<file path="src/rtl/mwe_pkg.sv">
// Package for the memory word error-correction block
package mwe_pkg;

    // ==========================================
    // Word layout
    localparam int DATA_W     = 16;
    localparam int CHK_W      = 6;
    localparam int WORD_W     = 22;
    localparam int CHK_LSB    = 16;
    localparam int NUM_STACKS = 4;

    // Data bits covered by each check bit (bit n of mask -> data bit n)
    localparam logic [CHK_W-1:0][DATA_W-1:0] CHK_MASK = '{
        16'hD4D4,   // Check 21: 2,4,6,7,10,12,14,15
        16'hBAA2,   // Check 20: 1,5,7,9,11,12,13,15
        16'h6969,   // Check 19: 0,3,5,6,8,11,13,14
        16'hE718,   // Check 18: 3,4,8,9,10,13,14,15
        16'h1F07,   // Check 17: 0,1,2,8,9,10,11,12
        16'h00FF    // Check 16: 0..7
    };

    // Reset values
    localparam logic [WORD_W-1:0] WORD_RST = 22'h00_0000;

    // Write request carrier
    typedef struct packed {
        logic                 vld;
        logic                 inv_chk;
        logic [DATA_W-1:0]    data;
    } mwe_wr_req_t;

    // Read result carrier
    typedef struct packed {
        logic                 vld;
        logic                 sbe;
        logic                 mbe;
        logic [CHK_W-1:0]     syndrome;
        logic [DATA_W-1:0]    data;
    } mwe_rd_rsp_t;

    // Per-stack pipeline state
    typedef struct packed {
        logic [WORD_W-1:0]    wr_word;
        logic                 wr_vld;
        mwe_rd_rsp_t          rd;
    } mwe_lane_t;

endpackage

</file>
<file path="src/rtl/mwe_top.sv">
// Memory word error correction for four storage stacks
`timescale 1ns/1ps
module mwe_top
    import mwe_pkg::*;
#(
    parameter int STACKS = NUM_STACKS
)(
    // Clock and reset
    input  wire logic                          MCLK_I,
    input  wire logic                          SYS_RST_I,
    // Write side, from memory control
    input  wire mwe_wr_req_t [STACKS-1:0]      WR_REQ_I,
    output logic        [STACKS-1:0][WORD_W-1:0] WR_WORD_O,
    output logic        [STACKS-1:0]           WR_VLD_O,
    // Read side, from storage stacks
    input  wire logic   [STACKS-1:0]           RD_VLD_I,
    input  wire logic   [STACKS-1:0][WORD_W-1:0] RD_WORD_I,
    output mwe_rd_rsp_t [STACKS-1:0]           RD_RSP_O
);

    // ==========================================
    // Elaboration check
    if (STACKS != NUM_STACKS) begin : g_bad_stacks
        $error("STACKS must equal four");
    end

    // ==========================================
    // State
    typedef struct packed {
        mwe_lane_t [STACKS-1:0] lane;
    } mwe_state_t;

    mwe_state_t state_r;
    mwe_state_t state_nxt;

    logic [STACKS-1:0][CHK_W-1:0]  wr_chk;
    logic [STACKS-1:0][CHK_W-1:0]  rd_syn;
    logic [STACKS-1:0][WORD_W-1:0] rd_flip;
    logic [STACKS-1:0]             rd_sbe;
    logic [STACKS-1:0]             rd_mbe;

    // ==========================================
    // Per-stack encoder and decoder
    genvar si;
    generate
        for (si = 0; si < STACKS; si++) begin : g_stack
            mwe_syndrome u_enc (
                .data_i    (WR_REQ_I[si].data),
                .chk_i     ('0),
                .gen_chk_o (wr_chk[si]),
                .syn_o     (),
                .flip_o    (),
                .sbe_o     (),
                .mbe_o     ()
            );
            mwe_syndrome u_dec (
                .data_i    (RD_WORD_I[si][DATA_W-1:0]),
                .chk_i     (RD_WORD_I[si][WORD_W-1:CHK_LSB]),
                .gen_chk_o (),
                .syn_o     (rd_syn[si]),
                .flip_o    (rd_flip[si]),
                .sbe_o     (rd_sbe[si]),
                .mbe_o     (rd_mbe[si])
            );
        end
    endgenerate

    // ==========================================
    // Next state
    always_comb begin
        logic [WORD_W-1:0] fixed;
        fixed     = '0;
        state_nxt = state_r;
        for (int i = 0; i < STACKS; i++) begin
            state_nxt.lane[i].wr_vld  = WR_REQ_I[i].vld;
            if (WR_REQ_I[i].vld) begin
                state_nxt.lane[i].wr_word = {
                    WR_REQ_I[i].inv_chk ? ~wr_chk[i] : wr_chk[i],
                    WR_REQ_I[i].data};
            end
            state_nxt.lane[i].rd.vld = RD_VLD_I[i];
            if (RD_VLD_I[i]) begin
                fixed = RD_WORD_I[i];
                if (!rd_mbe[i]) begin
                    fixed = RD_WORD_I[i] ^ rd_flip[i];
                end
                state_nxt.lane[i].rd.data     = fixed[DATA_W-1:0];
                state_nxt.lane[i].rd.sbe      = rd_sbe[i];
                state_nxt.lane[i].rd.mbe      = rd_mbe[i];
                state_nxt.lane[i].rd.syndrome = rd_syn[i];
            end
        end
    end

    always_ff @(posedge MCLK_I or posedge SYS_RST_I) begin
        if (SYS_RST_I) begin
            state_r <= '0;
        end else begin
            state_r <= state_nxt;
        end
    end

    // ==========================================
    // Outputs
    always_comb begin
        for (int i = 0; i < STACKS; i++) begin
            WR_WORD_O[i] = state_r.lane[i].wr_word;
            WR_VLD_O[i]  = state_r.lane[i].wr_vld;
            RD_RSP_O[i]  = state_r.lane[i].rd;
        end
    end

endmodule

</file>
<file path="src/rtl/mwe_syndrome.sv">
// Check-bit generator and syndrome decoder for one 22-bit word
`timescale 1ns/1ps
module mwe_syndrome
    import mwe_pkg::*;
(
    // Word to check
    input  wire logic [DATA_W-1:0] data_i,
    input  wire logic [CHK_W-1:0]  chk_i,
    // Results
    output logic      [CHK_W-1:0]  gen_chk_o,
    output logic      [CHK_W-1:0]  syn_o,
    output logic      [WORD_W-1:0] flip_o,
    output logic                   sbe_o,
    output logic                   mbe_o
);

    // ==========================================
    // Check bits and syndrome
    genvar gi;
    generate
        for (gi = 0; gi < CHK_W; gi++) begin : g_chk
            assign gen_chk_o[gi] = ~(^(data_i & CHK_MASK[gi]));
            assign syn_o[gi]     = ~(^(data_i & CHK_MASK[gi]) ^ chk_i[gi]);
        end
    endgenerate

    // ==========================================
    // Single-bit pattern match per word position
    logic [WORD_W-1:0] pat_hit;
    genvar pj;
    generate
        for (pj = 0; pj < WORD_W; pj++) begin : g_pat
            logic [CHK_W-1:0] pat;
            if (pj < DATA_W) begin : g_d
                for (genvar k = 0; k < CHK_W; k++) begin : g_k
                    assign pat[k] = CHK_MASK[k][pj];
                end
            end else begin : g_c
                assign pat = CHK_W'(1) << (pj - DATA_W);
            end
            assign pat_hit[pj] = (syn_o == pat);
        end
    endgenerate

    // ==========================================
    // Classification
    assign flip_o = pat_hit;
    assign sbe_o  = |pat_hit;
    assign mbe_o  = (syn_o != '0) && !(|pat_hit);

endmodule

</file>
<file path="config.mk">
export PLATFORM = sky130hd
export DESIGN_NAME = mwe_top
export DESIGN_NICKNAME = d
export VERILOG_FILES = /design/src/rtl/mwe_pkg.sv /design/src/rtl/mwe_top.sv /design/src/rtl/mwe_syndrome.sv
export SDC_FILE = /design/constraint.sdc
export NUM_CORES = 1
export LEC_CHECK = 0
export ABC_AREA = 1
export BUFFER_PORTS_ARGS = -buffer_cell sky130_fd_sc_hd__buf_2
export CORE_AREA = 2 2 176 178
export DETAILED_ROUTE_END_ITERATION = 7
export DIE_AREA = 0 0 178 180
export PLACE_DENSITY = 0.78
export SLEW_MARGIN = 20
export SYNTH_ARGS = -nofsm -noshare
export SYNTH_HDL_FRONTEND = slang
export SYNTH_SLANG_ARGS = --single-unit
export TNS_END_PERCENT = 1
</file>
<file path="constraint.sdc">
create_clock -name MCLK_I -period 20.7 [get_ports MCLK_I]
set_input_delay 4.14 -clock MCLK_I [delete_from_list [all_inputs] [get_ports MCLK_I]]
set_output_delay 4.14 -clock MCLK_I [all_outputs]
set_load 0.01 [all_outputs]
</file>
---- Word level (Yosys, flattened, before mapping) ----
Cells that the tools add are included.
storage, ports and cells
  output and inout bits ................... 192
  register bits after elaboration ......... 192
cells by class
  equality and inequality tests ........... 88
  reduce and logical (&&, ||, !) cells .... 64
  multiplexer cells ....................... 8
  bitwise operators ....................... 80
operators with widths
  operator                                                                count
  16-bit XOR reduction                                                    48
  6-bit equality test (second input constant)                             36
  6-bit by 5-bit equality test with 1-bit output (second input constant)  24
  6-bit by 4-bit equality test with 1-bit output (second input constant)  16
  22-bit OR reduction                                                     4
  16-bit 2-to-1 mux                                                       4
  16-bit XOR                                                              4
  1-bit inverter                                                          48
  6-bit by 1-bit equality test with 1-bit output (second input constant)  4
  6-bit by 2-bit equality test with 1-bit output (second input constant)  4
  6-bit by 3-bit equality test with 1-bit output (second input constant)  4
  6-bit 2-to-1 mux                                                        4
  6-bit inverter                                                          4
  6-bit nonzero test                                                      4
  1-bit XOR                                                               24
  1-bit logical AND                                                       4
  1-bit zero test                                                         4

---- Logic depth before layout (Yosys ltp) ----
Gate-level depths: netlist of the first run.
  word-level depth ........................ 8
  depth in mapped cells ................... 21
  mapped depth without buffers ............ 20

---- Modules after synthesis ----
Synthesis of the first run repeated with hierarchy kept, for this count alone.
second synthesis, totals
  cell total of the unflattened synthesis .. 3666
  area total of the unflattened synthesis .. 20061.7 um2
by module, submodules not included
  module        area an instance (um2)  cells an instance  seq. area each (um2)  times used
  mwe_syndrome  1422.6                  317                0.0                   8
  mwe_top       8680.8                  1130               4804.6                1

---- Worst setup path after synthesis of the first run ----
Ideal clock, no wire load.
  path type ............................... input -> register
  start ................................... input port RD_WORD_I[50] (netlist name)
  end ..................................... register state_r (netlist bit RD_RSP_O[73])
  path slack .............................. 15.120 ns
  data required time ...................... 20.584 ns
  stages .................................. 21
  arrival ................................. 5.463 ns
  path buffers ............................ 1
  cell sequence ........................... buf_4 -> inv_2 -> nand2_2 -> nand2_1 -> nand2_1 -> nand2_1 -> nand2_1 -> nand2_1 -> nand2_1 -> nand2_2 -> inv_2 -> nand2_2 -> nand2_1 -> nand2_1 -> nand2_1 -> nor2_1 -> nand2_1 -> nor2_2 -> nand2_1 -> nand2_1 -> nand2_1
between the ends
  word-level cells in the longest chain between the ends .. 5
  elaborated cells on any way between the ends .. 32
  those cells by class .................... eq/ne (22); bitwise (6); reduce/logical (4)
RTL lines
  item                                                                          line                text
  start: declaration                                                            mwe_top.sv:17       input wire logic [STACKS-1:0][WORD_W-1:0] RD_WORD_I,
  16-bit XOR reduction                                                          -
  1-bit XOR                                                                     mwe_syndrome.sv:23  assign syn_o[gi] = ~(^(data_i & CHK_MASK[gi]) ^ chk_i[gi]);
  1-bit inverter                                                                mwe_syndrome.sv:23
  6-bit by 4-bit equality test with 1-bit output, or another cell as far along  mwe_syndrome.sv:41  assign pat_hit[pj] = (syn_o == pat);
  22-bit OR reduction (*)                                                       mwe_syndrome.sv:48  assign sbe_o = |pat_hit;
  end signal: assignment                                                        mwe_top.sv:99       state_r <= state_nxt;
  end: declaration                                                              mwe_top.sv:33       mwe_state_t state_r;
Mark *: on every way between the ends. The rest lies on a longest branch, timed or not.
A chain may end at the register's enable or synchronous reset.

---- Worst setup path after layout of the first run ----
  start ................................... input port RD_WORD_I[6] (netlist name)
  end ..................................... register state_r (netlist bit RD_RSP_O[23])
Same word-level chain as after synthesis.

==> summary.txt, run 1 <==
Synth
  – Mux contribution to synthesized area: 0
  – EDFF count, synth: 0
  – Post-synthesis async set-or-reset flop share: 1.00
  – Area fraction in compound gates after synthesis: 0.0503
  – Top FF cell, synth: dfrtp_1
  – Adder-Cell Fraction of Synth Area: 0
  – Synthesized area per cell: 6.83 sq um
  – Largest family of logic cells by synthesized area: simple AND/OR/NAND/NOR gates
  – Register bit total from synthesis: 192
  – Xor and xnor area share after synthesis: 0.153
  – Share of the yosys chip area belonging to registers: 0.350
  – Synth warnings: 0
  – Netlist cell types: 33
  – Synthesized area: 13700 sq um
  – Syn Inst Count: 2010
  – Post-synthesis simple-gate area fraction: 0.374
  – Post-Syn Nets: 2176

Setup path
  – WS Path Type: in -> reg
  – R2R Setup Slk: 19940 ps
  – Max incr delay on CP: 180 ps
  – Most common cell on crit path: nand2_1
  – CP Cell Sequence: buf_2, inv_1, nand2_1, nand2_1, nand2_1, nand2_1, nand2_2, nand2_1, nand2_1, nand2_1, nor2_2, nand3_1, nand2_1, nor2_1, nand2_1, nor2_2, nand2_1, nand2_1, nand2_1
  – Reg-to-reg endpoint: RD_RSP_O[71]$_DFFE_PP0P_
  – CP endpoint kind: flip-flop
  – FF-to-FF path depth: 2
  – Crit path to: RD_RSP_O[23]$_DFFE_PP0P_
  – CP Max Fanout: 4
  – Slowest CP cell: inv_1
  – CP startpoint: RD_WORD_I[6]
  – Arrival time worst endpoint: 5950 ps
  – Worst EP required: 21030 ps
  – Reg-to-Reg Start: RD_RSP_O[71]$_DFFE_PP0P_
  – Startpoint types: input port

Power and ir drop
  – Total power: 1.26 mW
  – P_leak: roughly 9.2 nW
  – Sequential share of power: 0.369
  – P_sw: 0.484 mW
  – Pint: 0.776 mW
  – Power density over the cells: 77.2 nW/um^2
  – Combinational power share: 0.349
  – Switching fraction of total power: 0.384
  – Worst vdd ir: 0.0568 mV
  – Clock share of power: 0.282

Drt
  – First-pass detailed-route iteration total: 7
  – Total number of vias: 13676
  – Detailed-route DRC error count: 0
  – Drt total wl: approximately 40 mm
  – Initial DRC count: 872
  – Post-route ant nets: 0
  – DR WL/cell: 14.6 um
  – DR vias/cell: 4.99

Outcome
  – Status: finished, final reports clean

Global route
  – Largest net degree at the start of global routing: 132
  – Initial antenna violation count: 6
  – GR Overflow Total: 0
  – Vias in the first global route: 13290
  – GRT Total Usage: 0.249
  – Global-route wire length before repair: 64.6 mm

Die
  – Top Ports: between 300 and 400
  – Initial Util: 0.455
  – Die X: 178 um
  – Die height: 180 um
  – Core area: 30200 sq um
  – Row cnt: between 60 and 70
  – Die area: about 32000 sq um

Hold path
  – Hold Crit Depth: 2
  – Worst hold path class: reg -> reg

STA
  – Max-slew violations: 0
  – Hold Fails Final Rpt: 0
  – Setup Skew: 0 ps
  – Finish-stage setup viols: 0
  – Final period utilization: 0.272
  – WHS: 471 ps
  – Period minus WS final: 5620 ps
  – Worst slew margin relative to its limit: 0.343
  – Setup_tns: 0 ps
  – FMAX: 178 MHz
  – Worst-Margin Slew: roughly 1000 ps
  – Unrepaired setup endpoints after global routing: false

Finish
  – Fin util: 0.541
  – Design area: 16300 sq um
  – Layout cell share with drive strength beyond 1: 0.237
  – Area delta synth->final: 19.0%
  – Nets: 2491

CTS
  – Num Clock Sinks: 192
  – CTS tree: done
  – Clock Path Buffers: 2
  – PostCTS Resize Cnt: 0
  – Worst skew pair latency: 440 ps
  – Total CTS buffers: 17
  – Clk slew on worst S/H paths: about 80 ps
  – H-tree level count: 4
  – Post-CTS Setup Bufs: 0
  – Clock root cell: clkbuf_16
  – Hold buffer count at cts: 0

Placed design
  – Routability cong.: 0.962
  – Port bufs: 357
  – Post-DP HPWL: 32.1 mm
  – Cell Area, Placed: 15700 sq um

Job
  – Max Cap Violations: 0
[worst min path at each step]
stage	start	to	slack (ps)
floorplan	WR_WORD_O[0]$_DFFE_PP0P_	WR_WORD_O[0]$_DFFE_PP0P_	510
global placement	WR_WORD_O[4]$_DFFE_PP0P_	WR_WORD_O[4]$_DFFE_PP0P_	450
detailed placement	WR_WORD_O[5]$_DFFE_PP0P_	WR_WORD_O[5]$_DFFE_PP0P_	450
CTS	WR_WORD_O[27]$_DFFE_PP0P_	WR_WORD_O[27]$_DFFE_PP0P_	470
global route	WR_WORD_O[58]$_DFFE_PP0P_	WR_WORD_O[58]$_DFFE_PP0P_	490
finish	WR_WORD_O[58]$_DFFE_PP0P_	WR_WORD_O[58]$_DFFE_PP0P_	470
[power by group through the flow]
stage / clock network, mW / logic (mW) / registers (mW)
after CTS: 0.364 / 0.441 / 0.465
after global routing: 0.378 / 0.492 / 0.472
final: 0.355 / 0.440 / 0.465
after floorplan: 0 / 0.260 / 0.495
after global placement: 0 / 0.431 / 0.470
after detailed placement: 0 / 0.440 / 0.471
[through the flow]
stage	setup slack, ps	std cells
floorplan	11330	2010
global placement	14730	2702
detailed placement	14690	2702
CTS	15160	2734
global route	14890	2737
finish	15080	2738
[layout by cell type, fill, tap and decap left out, drive strengths merged]
master,n
a31oi,4
buf,358
diode,4
nand4,7
nor2,111
xnor2,91
nand3,139
dfrtp,192
nand2,930
clkinv,5
inv,188
bufinv,2
xor2,149
clkinvlp,1
a21boi,1
nor3,1
clkbuf,18
nand3b,11
o21ai,124
a21oi,6
[Yosys cell counts, types with 15 or more instances]
cell type,instances,area [sq um]
nor2_2,15,93.8
dfrtp_1,192,4800
xor2_1,149,1310
o21ai_0,114,571
xnor2_1,91,797
inv_2,59,221
nand2_2,54,338
clkbuf_1,36,135
nand2_1,868,3260
inv_1,120,450
nand3_1,128,641
nor2_1,86,323
[state kept, by name (all words and copies together), names as in the netlist]
name,cells
WR_VLD_O,4
RD_RSP_O,100
WR_WORD_O,88
[cells by family (layout without fill, tap and decap cells)]
kind of cell | Yosys count | in the layout
AOI/OAI and AO/OA | 135 | 135
xor gates and xnor gates | 240 | 240
buffers and inverters | 244 | 572
DFF | 192 | 192
other | 0 | 4
and+or+nand+nor | 1199 | 1199
[critical path, delay by kind of cell]
| family | cells | cell delay (ps) |
|---|---|---|
| buffers and inverters | 2 | 300 |
| AND/OR/NAND/NOR | 17 | 1500 |
[layer usage]
layer  wire length, um  vias to the layer above  global-route usage
met1             16800                     6266               0.302
met3              2900                       95              0.0497
li1                  -                     6808                   -
met5                27                        -                   0
met4              1390                        4               0.115
met2             19000                      503               0.424
[area by class of cell]
| type | count | area, sq um |
|---|---|---|
| clock buffer | 18 | 429 |
| fill | 2925 | 13800 |
| antenna | 4 | 10.0 |
| multi-input combinational | 1574 | 7920 |
| tap | 396 | 495 |
| clock inverter | 14 | 194 |
| sequential | 192 | 4800 |
| inverter | 182 | 693 |
| timing repair buffer | 358 | 1790 |
Note: power is estimated with default switching activity, not from simulation.
==> run 2, diff against run 1 <==
clock period = 5.8 ns   (was 20.7 ns; I/O delays follow)
==> run 2 against run 1 <==
Effect of this change:
- sequential power rose to 3.6 times the previous value
- clock skew did not move
- total power rose to 3.5 times the previous value
- critical path depth rose by 1
- utilization fell by 0.10 points
- sequential share of layout area rose by 0.056 points
- combinational power rose to 3.6 times the previous value
- design area fell by 0.19%
- register-to-register slack got worse by 15000 ps
- via count fell by 0.89%
- critical endpoint is now RD_RSP_O[73]$_DFFE_PP0P_
- global-route usage fell by 0.16 points
- critical path type unchanged
- die area did not move
==> summary.txt, run 2 (same netlist as run 1, synthesis figures left out) <==
STA
  – WHS: 467 ps
  – Unrepaired setup endpoints after global routing: false
  – Worst slew margin relative to its limit: 0.309
  – Final period utilization: 0.444
  – Setup Skew: 0 ps
  – Setup_tns: 0 ps
  – Period minus WS final: 2580 ps
  – Worst-Margin Slew: 1040 ps
  – Hold Fails Final Rpt: 0
  – Finish-stage setup viols: 0
  – Setup ws final: 3220 ps
  – Max-slew violations: 0
  – FMAX: 388 MHz

Hold path
  – Worst hold path class: reg -> reg
  – Min-delay src: WR_WORD_O[31]$_DFFE_PP0P_

Power and ir drop
  – P_leak: roughly 9.1 nW
  – Total power: 4.46 mW
  – Worst vdd ir: around 0.16 mV
  – Power density over the cells: 273 nW/um^2

Finish
  – Area delta synth->final: 18.8%
  – Fin util: 0.540
  – Design area: 16300 sq um
  – Post-Layout Cell Count: about 2700
  – Multi-input logic area: 7920 sq um
  – Storage element area: ~4800 sq um
  – Most common cell after layout, fill and taps aside: nand2_1
  – Nets: roughly 2500
  – Fillers: 2937
  – Most frequent cells in the layout: nand2_1 (868), buf_2 (357), dfrtp_1 (192), xor2_1 (149), nand3_1 (128)
  – Layout cell share with drive strength beyond 1: 0.237
  – Max reg flops: 100

CTS
  – Post-CTS Setup Bufs: 0
  – Worst skew pair latency: 440 ps
  – CTS tree: done
  – Num Clock Sinks: about 190
  – Clock root cell: clkbuf_16
  – Total CTS buffers: 17
  – Hold buffer count at cts: 0
  – PostCTS Resize Cnt: 0
  – Clk slew on worst S/H paths: 70 ps
  – Clock Path Buffers: 2
  – H-tree level count: 4

Die
  – Core area: 30200 sq um
  – Die height: between 150 and 200 um
  – Row cnt: 64
  – Initial Util: 0.455
  – Die area: about 32000 sq um
  – Die X: 178 um
  – Top Ports: 358

Setup path
  – Reg-to-Reg Start: WR_WORD_O[85]$_DFFE_PP0P_
  – CP endpoint kind: flip-flop
  – Family with the most delay on the worst path: simple AND/OR/NAND/NOR gates
  – Max incr delay on CP: 160 ps
  – Arrival time worst endpoint: 2910 ps
  – CP Cell Sequence: buf_2, inv_2, nand2_2, nand2_1, nand2_1, nand2_1, nand2_1, nand2_1, nand2_1, nand2_2, nand2_2, inv_1, nand3_1, nand2_1, nor2_1, nand2_1, nor2_2, nand2_1, nand2_1, nand2_1
  – Worst EP required: 6130 ps
  – Number of buffers and inverters on the critical path: 3
  – CP startpoint: RD_WORD_I[50]
  – Startpoint types: input port
  – WS Path Type: in -> reg
  – CP Max Fanout: 7
  – Slowest CP cell: buf_2
  – Most common cell on crit path: nand2_1

Placed design
  – Cell Area, Placed: 15700 sq um
  – Dpl ws: 2840 ps
  – Inst Count DP: 2702
  – Port bufs: 357
  – Routability cong.: just under 1
  – Post-DP HPWL: roughly 32 mm

Global route
  – Global-route wire length before repair: 63.7 mm
  – Largest net degree at the start of global routing: roughly 190
  – Vias in the first global route: about 13000
  – GR Overflow Total: 0
  – Initial antenna violation count: 7
  – GRT Total Usage: 0.248

Drt
  – Post-route ant nets: 0
  – DR vias/cell: 4.95
  – Initial DRC count: 854
  – First-pass detailed-route iteration total: 6
  – Total number of vias: 13554
  – Detailed-route DRC error count: 0
  – Drt total wl: 40.2 mm
  – DR WL/cell: 14.7 um

Job
  – Max Cap Violations: 0

Outcome
  – Status: finished, final reports clean
run 2: area by class of cell:
cell class                      count  share of cell area
Inverter                          182              0.0423
Timing Repair Buffer              358               0.111
Sequential cell                   192               0.295
Clock inverter                     11             0.00790
Antenna cell                        3            0.000460
Clock buffer                       20              0.0280
Multi-Input combinational cell   1574               0.486
Tap cell                          396              0.0304
run 2: report_power, final:
group	internal [mW]	switching, mW	total [mW]
Clock	0.663	0.555	1.22
Sequential	1.54	0.118	1.66
Combinational	0.570	1.01	1.58
run 2: path summary, 6_finish.rpt:
| kind | slack, ps | to | cells after the start |
|---|---|---|---|
| max reg2reg | 5030 | WR_WORD_O[85]$_DFFE_PP0P_ | 2 |
| max | 3220 | RD_RSP_O[73]$_DFFE_PP0P_ | 20 |
| min | 470 | WR_WORD_O[31]$_DFFE_PP0P_ | 2 |
| max in group asynchronous | 3880 | RD_RSP_O[91]$_DFFE_PP0P_ | 3 |
| min in group asynchronous | 640 | RD_RSP_O[90]$_DFFE_PP0P_ | 2 |
| min reg2reg | 470 | WR_WORD_O[31]$_DFFE_PP0P_ | 2 |
run 2: tightest hold or removal path, stage by stage, from the launching register on:
cell and delay (ps):
dfrtp_1 340, nand2_1 50, nand2_1 50
run 2: routing by layer:
layer,routed length [um],vias to the layer above,GRT usage
met5,51,-,0
met4,1460,8,0.107
met3,3030,89,0.0531
met2,18900,490,0.415
met1,16700,6155,0.306
li1,-,6812,-
==> run 3, diff against run 2 <==
ABC_AREA = 0   (was 1)
CORE_AREA = 2 2 165 167   (was 2 2 176 178)
DIE_AREA = 0 0 167 169   (was 0 0 178 180)
PLACE_DENSITY = 0.8   (was 0.78)
clock period = 2.5 ns   (was 5.8 ns; I/O delays follow)
==> run 3 against run 2 <==
Effect of this change:
- non-clock buffer count rose by 197
- routed wire length is 16% lower
- first-iteration DRC count decreased by 40%
- largest cell class unchanged
- largest power group is now combinational logic
==> summary.txt, run 3 <==
Finish
  – Fin util: 0.610
  – Most frequent cells in the layout: buf_2 (357), xnor2_1 (240), buf_4 (196), dfrtp_1 (192), nor2_1 (156)
  – Nets: 1847
  – Area delta synth->final: 34.7%
  – Most common cell after layout, fill and taps aside: buf_2
  – Post-Layout Cell Count: 2037
  – Max reg flops: 100
  – Layout cell share with drive strength beyond 1: 0.414

CTS
  – CTS tree: done
  – PostCTS Resize Cnt: 0
  – Num Clock Sinks: roughly 190
  – Clock Path Buffers: 2
  – Hold buffer count at cts: 0
  – Worst skew pair latency: ~430 ps
  – Post-CTS Setup Bufs: 0
  – Clk slew on worst S/H paths: roughly 80 ps
  – Clock root cell: clkbuf_16
  – H-tree level count: 4
  – Total CTS buffers: 17

Global route
  – Vias in the first global route: 10327
  – Initial antenna violation count: 2
  – GR Overflow Total: 0
  – GRT Total Usage: 0.239
  – Global-route wire length before repair: 54.2 mm
  – Largest net degree at the start of global routing: 96

STA
  – Worst-Margin Slew: 572 ps
  – Worst slew margin relative to its limit: 0.619
  – Final period utilization: 0.942
  – Setup ws final: 144 ps
  – Finish-stage setup viols: 0
  – Unrepaired setup endpoints after global routing: false
  – FMAX: 424 MHz
  – Period minus WS final: between 2000 and 2500 ps
  – Setup Skew: 0 ps
  – Hold Fails Final Rpt: 0
  – Max-slew violations: 0

Synth
  – Netlist cell types: 73
  – Post-Syn Nets: 1312
  – Post-synth top cells: xnor2_1 (240), dfrtp_1 (192), nor2_1 (158)
  – Register bit total from synthesis: 192
  – Synth warnings: 0
  – Synthesized area per cell: 10.5 sq um
  – Yosys top cell by area: dfrtp_1
  – Synthesized area: 12000 sq um
  – Synth area leaders: dfrtp_1 (40%), xnor2_1 (17%), mux2_2 (6.9%)
  – Syn Inst Count: ~1100
  – EDFF count, synth: 0
  – Most frequent cell after synthesis: xnor2_1
  – Post-synthesis async set-or-reset flop share: 1.00
  – Top FF cell, synth: dfrtp_1
  – Share of the yosys chip area belonging to registers: 0.400
  – Yosys top cell area share: 0.400

Drt
  – Drt total wl: 33.9 mm
  – Total number of vias: 10135
  – DR WL/cell: roughly 17 um
  – Initial DRC count: 513
  – DR vias/cell: 4.98
  – First-pass detailed-route iteration total: 5
  – Detailed-route DRC error count: 0
  – Post-route ant nets: 0

Setup path
  – Family with the most delay on the worst path: XOR/XNOR gates
  – FF-to-FF path depth: 2
  – Slowest CP cell: xnor3_1
  – Number of buffers and inverters on the critical path: 3
  – WS Path Type: in -> reg
  – Worst EP required: about 2800 ps
  – Max incr delay on CP: roughly 330 ps
  – Startpoint types: input port
  – CP Depth: 11
  – Arrival time worst endpoint: roughly 2700 ps
  – CP Max Fanout: 7
  – Most common cell on crit path: buf_4
  – CP endpoint kind: flip-flop
  – CP Cell Sequence: buf_2, xnor2_1, buf_4, xnor3_1, xnor2_2, buf_4, nand2_1, o22ai_1, o21ai_0, o2111ai_2, o22a_1

Outcome
  – Status: finished, final reports clean

Power and ir drop
  – Worst vdd ir: between 0.4 and 0.5 mV
  – P_leak: 7.27 nW
  – Power density over the cells: 828 nW/um^2

Placed design
  – Inst Count DP: roughly 2000
  – Post-DP HPWL: 27.1 mm
  – Dpl ws: -293 ps
  – Port bufs: 357
  – Routability cong.: ~0.93

Die
  – Die X: 167 um
  – Initial Util: 0.453
  – Row cnt: 60
  – Core area: 26500 sq um
  – Die area: approximately 28000 sq um
  – Die height: 169 um
  – Top Ports: between 300 and 400

Job
  – Max Cap Violations: 0

Hold path
  – Worst hold path class: in -> async
[run 3: power by group]
group          total, mW  switching (mW)  internal (mW)
Clock               2.81            1.38           1.43
Sequential          4.02           0.321           3.70
Combinational       6.56            3.34           3.21
Total               13.4            5.04           8.35
[run 3: routing by layer]
metal	up-vias	global-route usage	routed length, um
met5	-	0	13
met4	2	0.0645	525
met3	33	0.0524	2010
met2	290	0.414	16700
met1	4869	0.304	14600
li1	4941	-	-
[run 3: layout make-up]
cell class / instances / area (sq um)
flip-flops and latches: 192 / 4800
repair buffers: 555 / 3300
clock inverters: 14 / 164
clock buffers: 18 / 429
diodes: 2 / 5.00
multi-input cells: 902 / 7000
inverters: 13 / 52.6
fillers: 2236 / 10300
well taps: 341 / 427
[run 3: cells by family (layout without fill, tap and decap cells)]
family	count (synthesis)	count (layout)	synth area share
xor+xnor	352	352	0.302
simple gates	299	299	0.116
flops	192	192	0.400
compound gates	171	171	0.0856
mux	80	80	0.0782
buf+inv	52	600	0.0183
other cells	0	2	0
[run 3: metrics by stage]
| stage | area [sq um] | setup TNS [ps] | hold slack (ps) | total power, mW |
|---|---|---|---|---|
| finish | 16200 | 0 | 51.4 | 13.4 |
| global route | 16200 | 0 | 58.5 | 14.3 |
| CTS | 16200 | 0 | 41.2 | 13.5 |
| detailed placement | 15600 | -7000 | 490 | 10.6 |
| global placement | 15600 | -4950 | 482 | 10.5 |
| floorplan | 12000 | -91480 | 516 | 7.75 |
[run 3: worst paths after layout]
check | from | end | slack [ps]
setup / recovery | RD_WORD_I[59] | RD_RSP_O[73]$_DFFE_PP0P_ | 140
hold / removal | SYS_RST_I | RD_RSP_O[3]$_DFFE_PP0P_ | 50
setup reg to reg | RD_RSP_O[22]$_DFFE_PP0P_ | RD_RSP_O[22]$_DFFE_PP0P_ | 1630
hold reg to reg | RD_RSP_O[20]$_DFFE_PP0P_ | RD_RSP_O[20]$_DFFE_PP0P_ | 500
max in group asynchronous | SYS_RST_I | WR_WORD_O[30]$_DFFE_PP0P_ | 1610
min in group MCLK_I | WR_REQ_I[30] | WR_WORD_O[34]$_DFFE_PP0P_ | 340
